$ cat config.mk
export PLATFORM = sky130hd
export DESIGN_NAME = adc_conversion_control
export DESIGN_NICKNAME = d
export VERILOG_FILES = /design/src/adc_ctrl_pkg.sv /design/src/adc_conversion_control.sv
export SDC_FILE = /design/constraint.sdc
export NUM_CORES = 1
export LEC_CHECK = 0
export BUFFER_PORTS_ARGS = -buffer_cell sky130_fd_sc_hd__buf_4
export CORE_MARGIN = 3
export CORE_UTILIZATION = 25
export CTS_CLUSTER_DIAMETER = 50
export CTS_CLUSTER_SIZE = 28
export DETAILED_ROUTE_END_ITERATION = 6
export GPL_TIMING_DRIVEN = 0
export SETUP_SLACK_MARGIN = 0.4
export SLEW_MARGIN = 5
export SYNTH_ARGS = -nofsm -noshare
export SYNTH_HDL_FRONTEND = slang
export SYNTH_SLANG_ARGS = --single-unit
$ cat constraint.sdc
create_clock -name hclk -period 5.85 [get_ports hclk]
set_input_delay 0 -clock hclk [delete_from_list [all_inputs] [get_ports hclk]]
set_output_delay 0 -clock hclk [all_outputs]
set_load 0.03 [all_outputs]
$ cat src/adc_ctrl_pkg.sv
`default_nettype none
package adc_ctrl_pkg;
  // Register byte offsets
  localparam logic [7:0] ADC_CONTROL_0_OFS = 8'h00;
  localparam logic [7:0] ADC_CONTROL_1_OFS = 8'h04;
  localparam logic [7:0] ADC_CONTROL_2_OFS = 8'h08;
  localparam logic [7:0] ADC_CONTROL_3_OFS = 8'h0c;
  localparam logic [7:0] STATUS_OFS        = 8'h10;
  localparam logic [2:0] RESULT_BASE_SEL   = 3'h1;
  // adc_control_0 fields
  localparam int CH_LSB     = 0;
  localparam int MODE_LSB   = 3;
  localparam int TRG_BIT    = 6;
  localparam int START_BIT  = 7;
  // adc_control_1 fields
  localparam int SCAN_LSB   = 0;
  localparam int RES_BIT    = 3;
  localparam int EXT_LSB    = 4;
  localparam int LADDER_BIT = 6;
  // adc_control_2 and adc_control_3 fields
  localparam int SH_BIT     = 0;
  localparam int HWTRG_BIT  = 1;
  localparam int DMA_BIT    = 0;
  // Reset values
  localparam logic [7:0] CTRL0_RST = 8'h00;
  localparam logic [6:0] CTRL1_RST = 7'h00;
  localparam logic [1:0] CTRL2_RST = 2'h0;
  // Conversion lengths in converter clock cycles with sample and hold
  localparam logic [7:0] CONV_SH8  = 8'h1c;
  localparam logic [7:0] CONV_SH10 = 8'h21;
  localparam logic [31:0] SIZE_WORD = 32'h2;
  typedef enum logic [2:0] {
    MODE_ONESHOT = 3'b000,
    MODE_REPEAT  = 3'b001,
    MODE_SWEEP   = 3'b010,
    MODE_RSWEEP0 = 3'b011,
    MODE_RSWEEP1 = 3'b100
  } mode_type;
  typedef enum logic [1:0] {
    EXT_NONE  = 2'b00,
    EXT_PIN0  = 2'b01,
    EXT_PIN1  = 2'b10,
    EXT_OPAMP = 2'b11
  } ext_type;
  typedef enum logic [1:0] {
    ST_IDLE = 2'b00,
    ST_WAIT = 2'b01,
    ST_CONV = 2'b10
  } state_type;
endpackage
`default_nettype wire

$ cat src/adc_conversion_control.sv
// Design decisions made here: the address map and the AHB-Lite slave port.
`timescale 1ns/1ps
`default_nettype none
// Function
// - Resolution bit picks 10-bit or 8-bit result
// - Sample-hold conversion takes 28 or 33 cycles
// - Software trigger starts on conversion_start write
// - External pin falling edge triggers conversion
// - Motor timer B2 request triggers conversion
// - Hardware trigger needs conversion_start already set
// - Retrigger during conversion aborts and restarts, except in repeat sweep 1
// - DMA mode stores every result in register 0
// - DMA request after each pin conversion
// - Extended pins usable only one-shot and repeat
// - Extended pin results go to registers 0/1
// - Extended select decodes four pin uses
// - Op-amp mode routes channel, stores per channel
// - Ladder disconnected while ladder_connect is low
// - Repeat sweep 1 ignores triggers mid-conversion
// - DMA mode interrupt after every conversion
// - One-shot software trigger clears start when done
module adc_conversion_control
  import adc_ctrl_pkg::*;
#(
  parameter logic [7:0] CONV_NOSH8  = 8'h2f,
  parameter logic [7:0] CONV_NOSH10 = 8'h3b
) (
  input  wire logic        hclk,
  input  wire logic        hresetn,
  input  wire logic        hsel,
  input  wire logic [31:0] haddr,
  input  wire logic [1:0]  htrans,
  input  wire logic        hwrite,
  input  wire logic [2:0]  hsize,
  input  wire logic [31:0] hwdata,
  input  wire logic        hready,
  output logic      [31:0] hrdata,
  output logic             hreadyout,
  output logic             hresp,
  input  wire logic        ext_trigger_pin,
  input  wire logic        motor_timer_b2_irq,
  input  wire logic [9:0]  adc_sample,
  output logic      [2:0]  channel_sel,
  output logic             convert_ext0,
  output logic             convert_ext1,
  output logic             opamp_route_en,
  output logic             ladder_connect_out,
  output logic             sample_hold_on,
  output logic             converting,
  output logic             dma_request,
  output logic             conv_irq
);

  // Bus slave state
  logic        wr_pend_reg, wr_pend_next;
  logic [7:0]  waddr_reg, waddr_next;
  logic [31:0] hrdata_reg, hrdata_next;
  logic        hreadyout_reg;
  // Software-visible control
  logic [7:0]  ctrl0_reg, ctrl0_next;
  logic [6:0]  ctrl1_reg, ctrl1_next;
  logic [1:0]  ctrl2_reg, ctrl2_next;
  logic        ctrl3_reg, ctrl3_next;
  // Conversion engine
  state_type   state_reg, state_next;
  logic [7:0]  cnt_reg, cnt_next;
  logic [2:0]  ch_reg, ch_next;
  logic [9:0]  result_mem [8];
  logic [9:0]  result_next [8];
  logic        dma_reg, dma_next, irq_reg, irq_next;
  logic [5:0]  out_reg, out_next;
  // Trigger pin synchroniser
  logic        sync1_reg, sync2_reg, sync3_reg;

  logic        addr_ok, wr_ctrl0, wr_ctrl1, wr_ctrl2, wr_ctrl3;
  logic        ext_fall, trig_evt, done, last_ch, trig_mode;
  logic [7:0]  conv_limit;
  logic [2:0]  first_ch, last_idx, tgt_idx;
  logic [1:0]  ext_eff;
  logic [9:0]  res_word;
  mode_type    mode;

  assign mode      = mode_type'(ctrl0_reg[MODE_LSB +: 3]);
  assign trig_mode = ctrl0_reg[TRG_BIT];
  assign addr_ok   = hsel && hready && htrans[1] && (hsize == SIZE_WORD[2:0]);
  assign wr_ctrl0  = wr_pend_reg && (waddr_reg == ADC_CONTROL_0_OFS);
  assign wr_ctrl1  = wr_pend_reg && (waddr_reg == ADC_CONTROL_1_OFS);
  assign wr_ctrl2  = wr_pend_reg && (waddr_reg == ADC_CONTROL_2_OFS);
  assign wr_ctrl3  = wr_pend_reg && (waddr_reg == ADC_CONTROL_3_OFS);

  // Trigger selection
  assign ext_fall = sync3_reg && !sync2_reg;
  assign trig_evt = trig_mode && (ctrl2_reg[HWTRG_BIT] ? motor_timer_b2_irq
                                                       : ext_fall);

  // Conversion length and result shaping
  assign conv_limit = ctrl2_reg[SH_BIT]
                    ? (ctrl1_reg[RES_BIT] ? CONV_SH10 : CONV_SH8)
                    : (ctrl1_reg[RES_BIT] ? CONV_NOSH10 : CONV_NOSH8);
  assign res_word = ctrl1_reg[RES_BIT] ? adc_sample
                                       : {2'b00, adc_sample[9:2]};

  // Extended pins only in one-shot and repeat
  assign ext_eff = (mode == MODE_ONESHOT || mode == MODE_REPEAT)
                 ? ctrl1_reg[EXT_LSB +: 2] : EXT_NONE;
  assign tgt_idx = ctrl3_reg ? 3'h0
                 : (ext_eff == EXT_PIN0) ? 3'h0
                 : (ext_eff == EXT_PIN1) ? 3'h1
                 : ch_reg;

  // Sweep bounds
  assign first_ch = (mode == MODE_ONESHOT || mode == MODE_REPEAT) ? ctrl0_reg[CH_LSB +: 3]
                                                                  : 3'h0;
  assign last_idx = (mode == MODE_RSWEEP1) ? 3'h7 : {ctrl1_reg[SCAN_LSB +: 2], 1'b1};
  assign last_ch  = (ch_reg == last_idx);
  assign done     = (state_reg == ST_CONV) && ctrl0_reg[START_BIT]
                 && !(trig_evt && mode != MODE_RSWEEP1)
                 && (cnt_reg == conv_limit - 8'h01);

  // Bus slave next state
  always_comb begin
    wr_pend_next = addr_ok && hwrite;
    waddr_next   = addr_ok ? haddr[7:0] : waddr_reg;
    hrdata_next  = 32'h0;
    if (addr_ok && !hwrite) begin
      if (haddr[7:0] == ADC_CONTROL_0_OFS) begin
        hrdata_next = {24'h0, ctrl0_reg};
      end else if (haddr[7:0] == ADC_CONTROL_1_OFS) begin
        hrdata_next = {25'h0, ctrl1_reg};
      end else if (haddr[7:0] == ADC_CONTROL_2_OFS) begin
        hrdata_next = {30'h0, ctrl2_reg};
      end else if (haddr[7:0] == ADC_CONTROL_3_OFS) begin
        hrdata_next = {31'h0, ctrl3_reg};
      end else if (haddr[7:0] == STATUS_OFS) begin
        hrdata_next = {28'h0, ch_reg, state_reg == ST_CONV};
      end else if (haddr[7:5] == RESULT_BASE_SEL && haddr[1:0] == 2'b00) begin
        hrdata_next = {22'h0, result_mem[haddr[4:2]]};
      end
    end
  end

  always_ff @(posedge hclk or negedge hresetn) begin
    if (!hresetn) begin
      wr_pend_reg   <= 1'b0;
      waddr_reg     <= 8'h00;
      hrdata_reg    <= 32'h0;
      hreadyout_reg <= 1'b0;
    end else begin
      wr_pend_reg   <= wr_pend_next;
      waddr_reg     <= waddr_next;
      hrdata_reg    <= hrdata_next;
      hreadyout_reg <= 1'b1;
    end
  end

  // Control registers and conversion engine next state
  always_comb begin
    ctrl0_next  = ctrl0_reg;
    ctrl1_next  = wr_ctrl1 ? hwdata[6:0] : ctrl1_reg;
    ctrl2_next  = wr_ctrl2 ? hwdata[1:0] : ctrl2_reg;
    ctrl3_next  = wr_ctrl3 ? hwdata[DMA_BIT] : ctrl3_reg;
    state_next  = state_reg;
    cnt_next    = cnt_reg;
    ch_next     = ch_reg;
    result_next = result_mem;
    dma_next    = 1'b0;
    irq_next    = 1'b0;
    case (state_reg)
      ST_IDLE: begin
        if (ctrl0_reg[START_BIT]) begin
          ch_next  = first_ch;
          cnt_next = 8'h00;
          state_next = trig_mode ? ST_WAIT : ST_CONV;
        end
      end
      ST_WAIT: begin
        if (!ctrl0_reg[START_BIT]) begin
          state_next = ST_IDLE;
        end else if (trig_evt) begin
          state_next = ST_CONV;
          cnt_next   = 8'h00;
        end
      end
      ST_CONV: begin
        if (!ctrl0_reg[START_BIT]) begin
          state_next = ST_IDLE;
        end else if (trig_evt && mode != MODE_RSWEEP1) begin
          cnt_next = 8'h00;
        end else if (done) begin
          result_next[tgt_idx] = res_word;
          dma_next = ctrl3_reg;
          cnt_next = 8'h00;
          case (mode)
            MODE_ONESHOT: irq_next = 1'b1;
            MODE_SWEEP:   irq_next = ctrl3_reg || last_ch;
            default:      irq_next = ctrl3_reg;
          endcase
          if (mode == MODE_ONESHOT || (mode == MODE_SWEEP && last_ch)) begin
            ch_next = first_ch;
            if (trig_mode) begin
              state_next = ST_WAIT;
            end else begin
              state_next = ST_IDLE;
              ctrl0_next[START_BIT] = 1'b0;
            end
          end else if (mode != MODE_REPEAT) begin
            ch_next = last_ch ? 3'h0 : ch_reg + 3'h1;
          end
        end else begin
          cnt_next = cnt_reg + 8'h01;
        end
      end
      default: state_next = ST_IDLE;
    endcase
    if (wr_ctrl0) begin
      ctrl0_next = hwdata[7:0];
    end
    out_next = {ext_eff == EXT_PIN0, ext_eff[1], ext_eff == EXT_OPAMP,
                ctrl1_reg[LADDER_BIT], ctrl2_reg[SH_BIT],
                state_next == ST_CONV};
  end

  always_ff @(posedge hclk or negedge hresetn) begin
    if (!hresetn) begin
      ctrl0_reg  <= CTRL0_RST;
      ctrl1_reg  <= CTRL1_RST;
      ctrl2_reg  <= CTRL2_RST;
      ctrl3_reg  <= 1'b0;
      state_reg  <= ST_IDLE;
      cnt_reg    <= 8'h00;
      ch_reg     <= 3'h0;
      result_mem <= '{default: 10'h000};
      dma_reg    <= 1'b0;
      irq_reg    <= 1'b0;
      out_reg    <= 6'h00;
    end else begin
      ctrl0_reg  <= ctrl0_next;
      ctrl1_reg  <= ctrl1_next;
      ctrl2_reg  <= ctrl2_next;
      ctrl3_reg  <= ctrl3_next;
      state_reg  <= state_next;
      cnt_reg    <= cnt_next;
      ch_reg     <= ch_next;
      result_mem <= result_next;
      dma_reg    <= dma_next;
      irq_reg    <= irq_next;
      out_reg    <= out_next;
    end
  end

  // Trigger pin synchroniser and edge stage
  always_ff @(posedge hclk or negedge hresetn) begin
    if (!hresetn) begin
      sync1_reg <= 1'b1;
      sync2_reg <= 1'b1;
      sync3_reg <= 1'b1;
    end else begin
      sync1_reg <= ext_trigger_pin;
      sync2_reg <= sync1_reg;
      sync3_reg <= sync2_reg;
    end
  end

  assign hrdata             = hrdata_reg;
  assign hreadyout          = hreadyout_reg;
  assign hresp              = 1'b0;
  assign channel_sel        = ch_reg;
  assign convert_ext0       = out_reg[5];
  assign convert_ext1       = out_reg[4];
  assign opamp_route_en     = out_reg[3];
  assign ladder_connect_out = out_reg[2];
  assign sample_hold_on     = out_reg[1];
  assign converting         = out_reg[0];
  assign dma_request        = dma_reg;
  assign conv_irq           = irq_reg;

  // Checks
  logic fresh;
  assign fresh = (state_reg == ST_CONV) && (cnt_reg == 8'h00);
endmodule
`default_nettype wire

* Word level (Yosys, flattened, before mapping)
Cells that the tools add are included.
Word-level totals: register bits 164, input bits 86, output and inout port bits 45, logic and storage cells 164
Operators by class: add/subtract/negate cells 3, $lt $le $gt $ge 3, eq/ne operators 29, mux-type cells 65, bitwise operators 3, reduce and logical (&&, ||, !) cells 35
Operators with widths (number):
- $mux 10 | 9
- $bwmux 80 | 1
- $mux 32 | 2
- $mux 8 | 7
- $mux 3 | 12
- $eq 8x4->1 const B | 4
- $bmux 10 s3 | 1
- $demux 10 s3 | 1
- $pmux 8 s3 | 1
- $logic_and 1x1->1 | 18
- $mux 2 | 9
- $eq 8x3->1 const B | 2
- $logic_not 8->1 | 2
- $mux 1 | 16
- $mux 6 | 2
- $ne 2x2->1 const B | 6
- $add 8x1->8 const B | 1
- $eq 2x2->1 const B | 4
- $eq 8x5->1 const B | 1
- $eq 8x8->1 | 1
- $ge 4x4->1 const B | 2
- $not 3->4 | 2
- $sub 6x1->7 const B | 1
- $eq 3x1->1 const B | 2
- other kinds (22) | 31

* Depth between registers and ports, before layout
Gate-level depths: netlist (run 1).
depth in word-level cells 13, gate-level depth with buffers 11, mapped depth without buffers 8

* Worst setup path after synthesis (run 1)
OpenSTA, ideal clock, no wires.
kind register -> register, from register ctrl1_reg[3], to register result_mem[50] (netlist bit), setup time 0.125 ns, arrival time 2.598 ns, data required time 5.725 ns, slack 3.127 ns, cell stages (with the launch flop) 11, buffers on the path 3, period minus slack after synthesis 2.723 ns, path through dfrtp_1 -> buf_1 -> inv_1 -> ha_1 -> nand4b_1 -> mux2i_1 -> nor3_2 -> buf_2 -> and4bb_1 -> buf_6 -> mux2_4
On the way: word-level cells in the longest chain between the ends 6, elaborated cells on any way between the ends 9, classes of those cells 1 x add/sub; 1 x eq/ne; 5 x mux; 2 x reduce/logical
Ends and longest elaborated chain:
- from (decl) | line adc_conversion_control.sv:61 | logic [6:0] ctrl1_reg, ctrl1_next;
- from (signal assigned) | line adc_conversion_control.sv:238 | ctrl1_reg <= ctrl1_next;
- $mux 6 or $mux 5 (tied branches) | line adc_conversion_control.sv:98, adc_conversion_control.sv:99
- $mux 6 | line adc_conversion_control.sv:98 | ? (ctrl1_reg[RES_BIT] ? CONV_SH10 : CONV_SH8)
- $sub 6x1->7 | line adc_conversion_control.sv:118 | && (cnt_reg == conv_limit - 8'h01);
- $eq 8x8->1 | line adc_conversion_control.sv:118
- $logic_and 1x1->1 | line adc_conversion_control.sv:118
- $reduce_and 4->1 (no line)
- to (signal assigned) | line adc_conversion_control.sv:244 | result_mem <= result_next;
- to (decl) | line adc_conversion_control.sv:68 | logic [9:0] result_mem [8];
Parallel ways exist; a longest one is shown, timed or not. A chain may end at the register's enable or synchronous reset.

* Worst setup path in the final report (run 1)
from register ctrl1_reg[3], to register result_mem[17] (netlist bit)
The elaborated chain is that of the path after synthesis.

==> results of run 1 <==
[metrics by stage]
stage               hold slack [ns]  power (mW)  cell area [um2]  setup WS (ns)
global route                0.00760        2.73             8880           2.15
floorplan                    -0.296        1.41             7110           3.13
finish                     -0.00340        2.61             8880           2.43
CTS                        0.000327        2.63             8880           2.41
global placement              0.110        1.55             8000           2.51
detailed placement         -0.00427        1.56             8030           2.43
[final cells by class]
| cell class | instances | area (um2) |
|---|---|---|
| inverter | 13 | 48.8 |
| clock inverter | 14 | 133 |
| clock buffer | 18 | 439 |
| sequential | 142 | 3560 |
| multi-input combinational | 441 | 3180 |
| buffer | 55 | 329 |
| tap | 372 | 465 |
| timing repair buffer | 85 | 732 |
| fill | 2795 | 18400 |
[layer usage]
metal | global-route usage (%) | vias to the layer above | wire, um
li1 | - | 2441 | -
met1 | 17.5 | 2527 | 8560
met2 | 19.2 | 139 | 8550
met3 | 2.54 | 24 | 1000
met4 | 4.26 | 2 | 322
met5 | 0 | - | 13
[power groups by stage]
stage | Clock [mW] | Sequential [mW] | Combinational, mW
final | 1.05 | 1.10 | 0.456
after global routing | 1.12 | 1.11 | 0.506
after CTS | 1.08 | 1.10 | 0.459
after detailed placement | 0 | 1.12 | 0.441
after global placement | 0 | 1.11 | 0.432
after floorplan | 0 | 1.12 | 0.284
[Yosys cell counts (all sizes together) (2+ instances only)]
cell type	number	area, um2
dfrtp	139	3480
a22oi	2	15.0
a32o	3	30.0
xnor2	9	78.8
nor3b	3	43.8
a211oi	3	22.5
o21ai	75	383
o31ai	3	22.5
ha	7	87.6
mux2	49	631
nor4bb	2	20.0
buf	36	256
and3	2	12.5
mux2i	11	110
dfstp	3	78.8
xor2	5	43.8
or3b	2	20.0
nor4	2	18.8
conb	2	7.51
or3	3	18.8
nor3	10	65.1
and2	8	50.1
nand4b	4	35.0
nor2b	2	12.5
a221oi	5	43.8
o21a	2	15.0
clkbuf	19	72.6
mux4	20	450
nor2	29	109
nand3	9	45.0
inv	13	48.8
nand4	6	37.5
o211ai	2	15.0
nand2	102	388
a21o	3	22.5
a21oi	19	98.9
[how the worst max path moves through the flow]
stage,from,to,depth (start not counted)
after CTS,ctrl1_reg[3],result_mem[58],10
after global placement,ctrl1_reg[3],result_mem[59],10
final,ctrl1_reg[3],result_mem[17],10
after detailed placement,ctrl1_reg[3],result_mem[58],10
after floorplan,ctrl1_reg[3],result_mem[50],10
after global routing,ctrl1_reg[3],result_mem[78],11
[tightest hold or removal path, cell delays in order]
cell	delay, ns
buf_4	0.11
nand3_1	0.11
mux2_2	0.17
[logic make-up (layout without fill, tap and decap cells)]
| kind of cell | after synthesis | after routing | synth area share, % |
|---|---|---|---|
| adders and majority gates | 7 | 7 | 1.25 |
| AOI/OAI and AO/OA | 127 | 127 | 10.7 |
| DFF | 142 | 142 | 50.6 |
| muxes | 80 | 80 | 16.9 |
| xor gates and xnor gates | 14 | 14 | 1.74 |
| and+or+nand+nor | 189 | 189 | 13.3 |
| other | 2 | 24 | 0.107 |
| buffers and inverters | 68 | 185 | 5.38 |
[timing repair]
action,CTS,global route
hold endpoints to repair,105,0
resized for setup,0,0
hold buffers,28,0
==> results.json, run 1 <==
{
  "fin_skew_ns": 0.00944,
  "period_needed_ns": 3.42,
  "gp_congestion": 0.808,
  "area.growth.synth_to_final_pct": 26.3,
  "numCtsBuffers": 17,
  "grt_max_degree": 92,
  "async_reset_ff_share_pct": 100,
  "p_comb_share_pct": 17.5,
  "crit_path_end_kind": "flop",
  "cts.sinks": 142,
  "min_to": "waddr_reg[0]",
  "cp_slowest_stage_delay_ns": 0.59,
  "worstSkewPairLatency_ns": 0.43,
  "maxSlewHeadroom_pct": 49.3,
  "drive_gt1_share_pct": 27.3,
  "diodes": 0,
  "overflow": 0,
  "hp-start": "hready",
  "critical_path.top_delay_family": "buffers and inverters",
  "ys_ff_latch": 142,
  "ant_nets": 0,
  "failed_checks": "hold timing",
  "worstSetupPathType": "flop to flop",
  "first_pass_iters": 5,
  "synth_edf_count": 0,
  "portBuffers": 56,
  "ioPinCount": 131,
  "peakVddDrop_mv": 0.200,
  "switching_share_pct": 29.9,
  "grt_pass1_vias": 5164,
  "die_w_um": 174,
  "max_cap_viol_count": 0,
  "mostFrequentLayoutCells": "dfrtp_1, nand2_1, buf_4",
  "core_area_um2": 27300,
  "die_area_um2": 30200,
  "worstPathCellList": "buf_1 -> inv_1 -> ha_1 -> nand4b_1 -> mux2i_1 -> nor3_2 -> buf_2 -> and4b_1 -> buf_6 -> mux2_4",
  "r2r-start": "ctrl1_reg[3]",
  "reg2regPathDepth": 10,
  "dpl.hpwl_um": 12900,
  "yosys_warnings": 0,
  "cp_data_required_time_ns": 6.16,
  "die_h_um": 174,
  "clk_pin_slew_ns": 0.06,
  "pwr-share-seq_pct": 42.1,
  "syn_avg_cell_area_um2": 11.2,
  "layout_commonest_cell": "dfrtp_1",
  "status": "finished with violations",
  "drtIter0Drc": 336,
  "tritoncts": "done",
  "grtUsageTotal_pct": 12.5,
  "intPower_mw": 1.83,
  "cts_setup_buffers": 0,
  "largest_reg_flops": 80,
  "crit_buf_inv": 4,
  "slowest_stage": "buf_1",
  "antenna_found_initial": 1,
  "synth_flop_cell": "dfrtp_1",
  "vias": 5133,
  "rows": 60,
  "holdPathStages": 3,
  "wire_per_inst_um": 16.2,
  "cp_max_fo": 10,
  "p_leak_nw": 4.01,
  "worst_setup_path_start_kind": "flop",
  "hold-worst-slack_ns": -0.00340,
  "vias_per_cell": 4.50,
  "fin_cells": 1140,
  "r2r_slack_ns": 2.43,
  "fmax_ghz": 0.292,
  "wl_um": 18400,
  "postLayoutCoreUtil_pct": 32.5,
  "setup-tns-final_ns": 0,
  "layout.nets": 848,
  "setup_violations": 0,
  "synth_cell_types": 64,
  "start_util_pct": 25.7,
  "netlist_instances": 629,
  "synth_area_um2": 7030,
  "post-route-period-util_pct": 58.5,
  "worstMarginPinSlew_ns": 0.761,
  "r2r_end": "result_mem[17]",
  "switchingPower_mw": 0.780,
  "hold_violations": 1,
  "root_buffer": "clkbuf_16",
  "report.final.slew_viol_count": 0,
  "grt_pass1_wl_um": 29300,
  "clkPwrFrac_pct": 40.4,
  "power_density_nw_per_um2": 294,
  "drc": 0,
  "min_path_type": "input pin to flop",
  "crit_arrival_ns": 3.73,
  "cts_buffer_depth": 2,
  "rsz0062_at_grt": "false",
  "dp_cells": 1080,
  "htreeDepth": 4,
  "ys_seq_area_share_pct": 50.6
}
Power figures use the tool's default switching activity.
==> run 2: changes to the inputs <==
--- a/config.mk
+++ b/config.mk
@@ -5,6 +5,7 @@
 export SDC_FILE = /design/constraint.sdc
 export NUM_CORES = 1
 export LEC_CHECK = 0
+export ABC_AREA = 1
 export BUFFER_PORTS_ARGS = -buffer_cell sky130_fd_sc_hd__buf_4
 export CORE_MARGIN = 3
 export CORE_UTILIZATION = 25
==> constraint.sdc (replaced) <==
create_clock -name hclk -period 2.82 [get_ports hclk]
set_input_delay 0 -clock hclk [delete_from_list [all_inputs] [get_ports hclk]]
set_output_delay 0 -clock hclk [all_outputs]
set_load 0.03 [all_outputs]
==> run 2 against run 1 <==
Synthesized area fell by 3.3%. Non-clock buffer count shrank 7. Synthesized cell count rose by 29%. Clock-buffer cell count grew 1. Sequential power grew 100%. Register-to-register slack worse by 2.0 ns. Sequential cell count did not move. Combinational power grew 49%. Maximum frequency increased by 45%. Core utilization grew 0.48 points. Critical path depth grew 3. Worst setup slack got worse by 2.0 ns. The run now ends clean.
==> results.json, run 2 <==
{
  "netlist_instances": 809,
  "async_reset_ff_share_pct": 100,
  "period_needed_ns": 2.36,
  "portBuffers": 57,
  "synth_cell_types": 38,
  "worstSetupPathType": "flop to flop",
  "yosys_warnings": 0,
  "wl_um": 20000,
  "min_path_type": "input pin to flop",
  "cp_data_required_time_ns": 3.09,
  "antenna_found_initial": 0,
  "slowest_stage": "dfrtp_2",
  "crit_arrival_ns": 2.63,
  "grtUsageTotal_pct": 13.8,
  "drive_gt1_share_pct": 17.1,
  "hold_violations": 0,
  "worst_setup_path_start_kind": "flop",
  "grt_max_degree": 83,
  "maxSlewHeadroom_pct": 32.7,
  "postLayoutCoreUtil_pct": 33.0,
  "diodes": 0,
  "rsz0062_at_grt": "false",
  "max_cap_viol_count": 0,
  "worstPathCellList": "buf_12 -> clkinvlp_4 -> ha_4 -> nor2_2 -> nand3_1 -> nand2_1 -> nand4_1 -> nor3_4 -> buf_12 -> nand2_1 -> buf_4 -> nand2_1 -> o21ai_0",
  "finalPower_mw": 5.34,
  "synth_flop_cell": "dfrtp_1",
  "overflow": 0,
  "die_area_um2": 29200,
  "r2r_slack_ns": 0.46,
  "synth_top_area_share_pct": 51.2,
  "core_area_um2": 26400,
  "clk_pin_slew_ns": 0.06,
  "syn_avg_cell_area_um2": 8.40,
  "post-route-period-util_pct": 83.6,
  "layout_setup_ws_ns": 0.464,
  "preCtsSetupSlack_ns": -0.00707,
  "ant_nets": 0,
  "fin_cells": 1278,
  "crit_path_end_kind": "flop",
  "reg2regPathDepth": 13,
  "ys_top_cells_by_area": "dfrtp_1, nand2_1, o21ai_0",
  "cts.sinks": 142,
  "layout.nets": 1023,
  "synth_common_cells": "nand2_1, dfrtp_1, o21ai_0",
  "first_pass_iters": 5,
  "synth_edf_count": 0,
  "synth_area_um2": 6800,
  "yosysMostFrequentCell": "nand2_1",
  "peakVddDrop_mv": 0.326,
  "gp_congestion": 0.847,
  "wire_per_inst_um": 15.7,
  "nFillCells": 2687,
  "multi_input_area_um2": 2830,
  "p_leak_nw": 4.09,
  "drtIter0Drc": 573,
  "mostFrequentLayoutCells": "nand2_1, dfrtp_1, o21ai_0",
  "report.final.slew_viol_count": 0,
  "htreeDepth": 4,
  "grt_pass1_vias": 5617,
  "post-synth-top-area-cell": "dfrtp_1",
  "setup-tns-final_ns": 0,
  "die_h_um": 171,
  "ys_ff_latch": 142,
  "cts_buffer_depth": 2,
  "grt_pass1_wl_um": 31000,
  "drc": 0,
  "start_util_pct": 25.8,
  "die_w_um": 171,
  "regArea_um2": 3560,
  "dp_cells": 1224,
  "cp_max_fo": 10,
  "ys_seq_area_share_pct": 52.3,
  "worstSkewPairLatency_ns": 0.43,
  "worstMarginPinSlew_ns": 0.982,
  "fin_skew_ns": 0.00832,
  "power_density_nw_per_um2": 614,
  "layout_commonest_cell": "nand2_1",
  "tritoncts": "done",
  "worst_path_most_repeated_cell": "nand2_1",
  "rows": 59,
  "fmax_ghz": 0.424,
  "ioPinCount": 131,
  "vias_per_cell": 4.64,
  "dpl.hpwl_um": 13800,
  "vias": 5931,
  "root_buffer": "clkbuf_16",
  "status": "complete, no violations",
  "holdPathStages": 3,
  "cp_slowest_stage_delay_ns": 0.39,
  "area.growth.synth_to_final_pct": 27.9,
  "largest_reg_flops": 80,
  "setup_violations": 0,
  "numCtsBuffers": 17
}
-- run 2: cell type report --
| cell class | count | share of cell area (%) |
|---|---|---|
| sequential | 142 | 40.9 |
| multi-input combinational | 576 | 32.5 |
| timing repair buffer | 80 | 7.85 |
| clock buffer | 19 | 4.98 |
| tap | 335 | 4.82 |
| buffer | 53 | 4.15 |
| inverter | 60 | 2.63 |
| clock inverter | 13 | 2.13 |
-- run 2: path summary, 6_finish.rpt --
check,startpoint,end
setup / recovery,ctrl1_reg[3],result_mem[63]
hold / removal,haddr[4],hrdata[9]
setup reg to reg,ctrl1_reg[3],result_mem[63]
hold reg to reg,sync1_reg,sync2_reg
max in group asynchronous,hresetn,result_mem[8]
min in group asynchronous,hresetn,hrdata[0]
-- run 2: worst max-delay path: cells and delay by family, from the launching register on --
family                     cells  cell delay (ns)
adders and majority gates      1             0.28
buffers and inverters          4             0.64
and+or+nand+nor                7             0.80
AOI/OAI and AO/OA              1             0.08
DFF                            1             0.39
-- run 2: per-layer routing --
metal	GRT usage (%)	up-vias	routed length, um
met1	19.2	2834	9230
met5	0	-	0
met2	21.2	206	8980
met4	3.74	0	299
li1	-	2869	-
met3	3.93	22	1510
-- run 2: report_power, final --
group | internal [mW] | total (mW) | switching, mW
Sequential | 2.13 | 2.24 | 0.112
Combinational | 0.242 | 0.678 | 0.437
Clock | 1.49 | 2.42 | 0.932
-- run 2: cells by family after synthesis --
kind of cell,Yosys count,synth area share [%]
AO/OA/AOI/OAI,176,14.2
XOR/XNOR,7,0.902
adder cells (fa/ha/maj),7,1.29
buffers and inverters,113,7.83
flip-flops,142,52.3
multiplexers,15,2.34
other,2,0.111
AND/OR/NAND/NOR,347,21.0
-- run 2: per-stage QoR --
stage | instance area, um2 | hold slack, ns
floorplan | 6880 | -0.296
detailed placement | 7760 | 0.112
global placement | 7730 | 0.119
CTS | 8610 | 0.00658
finish | 8690 | 0.00771
global route | 8690 | 0.0165
-- run 2: what timing repair did --
action	4_1_cts	5_1_grt
hold buffers	18	0
endpoints found under the setup margin	95	89
pin swaps	1	1
resized for setup	18	12
setup buffers	1	3
endpoints found under the hold margin	111	0
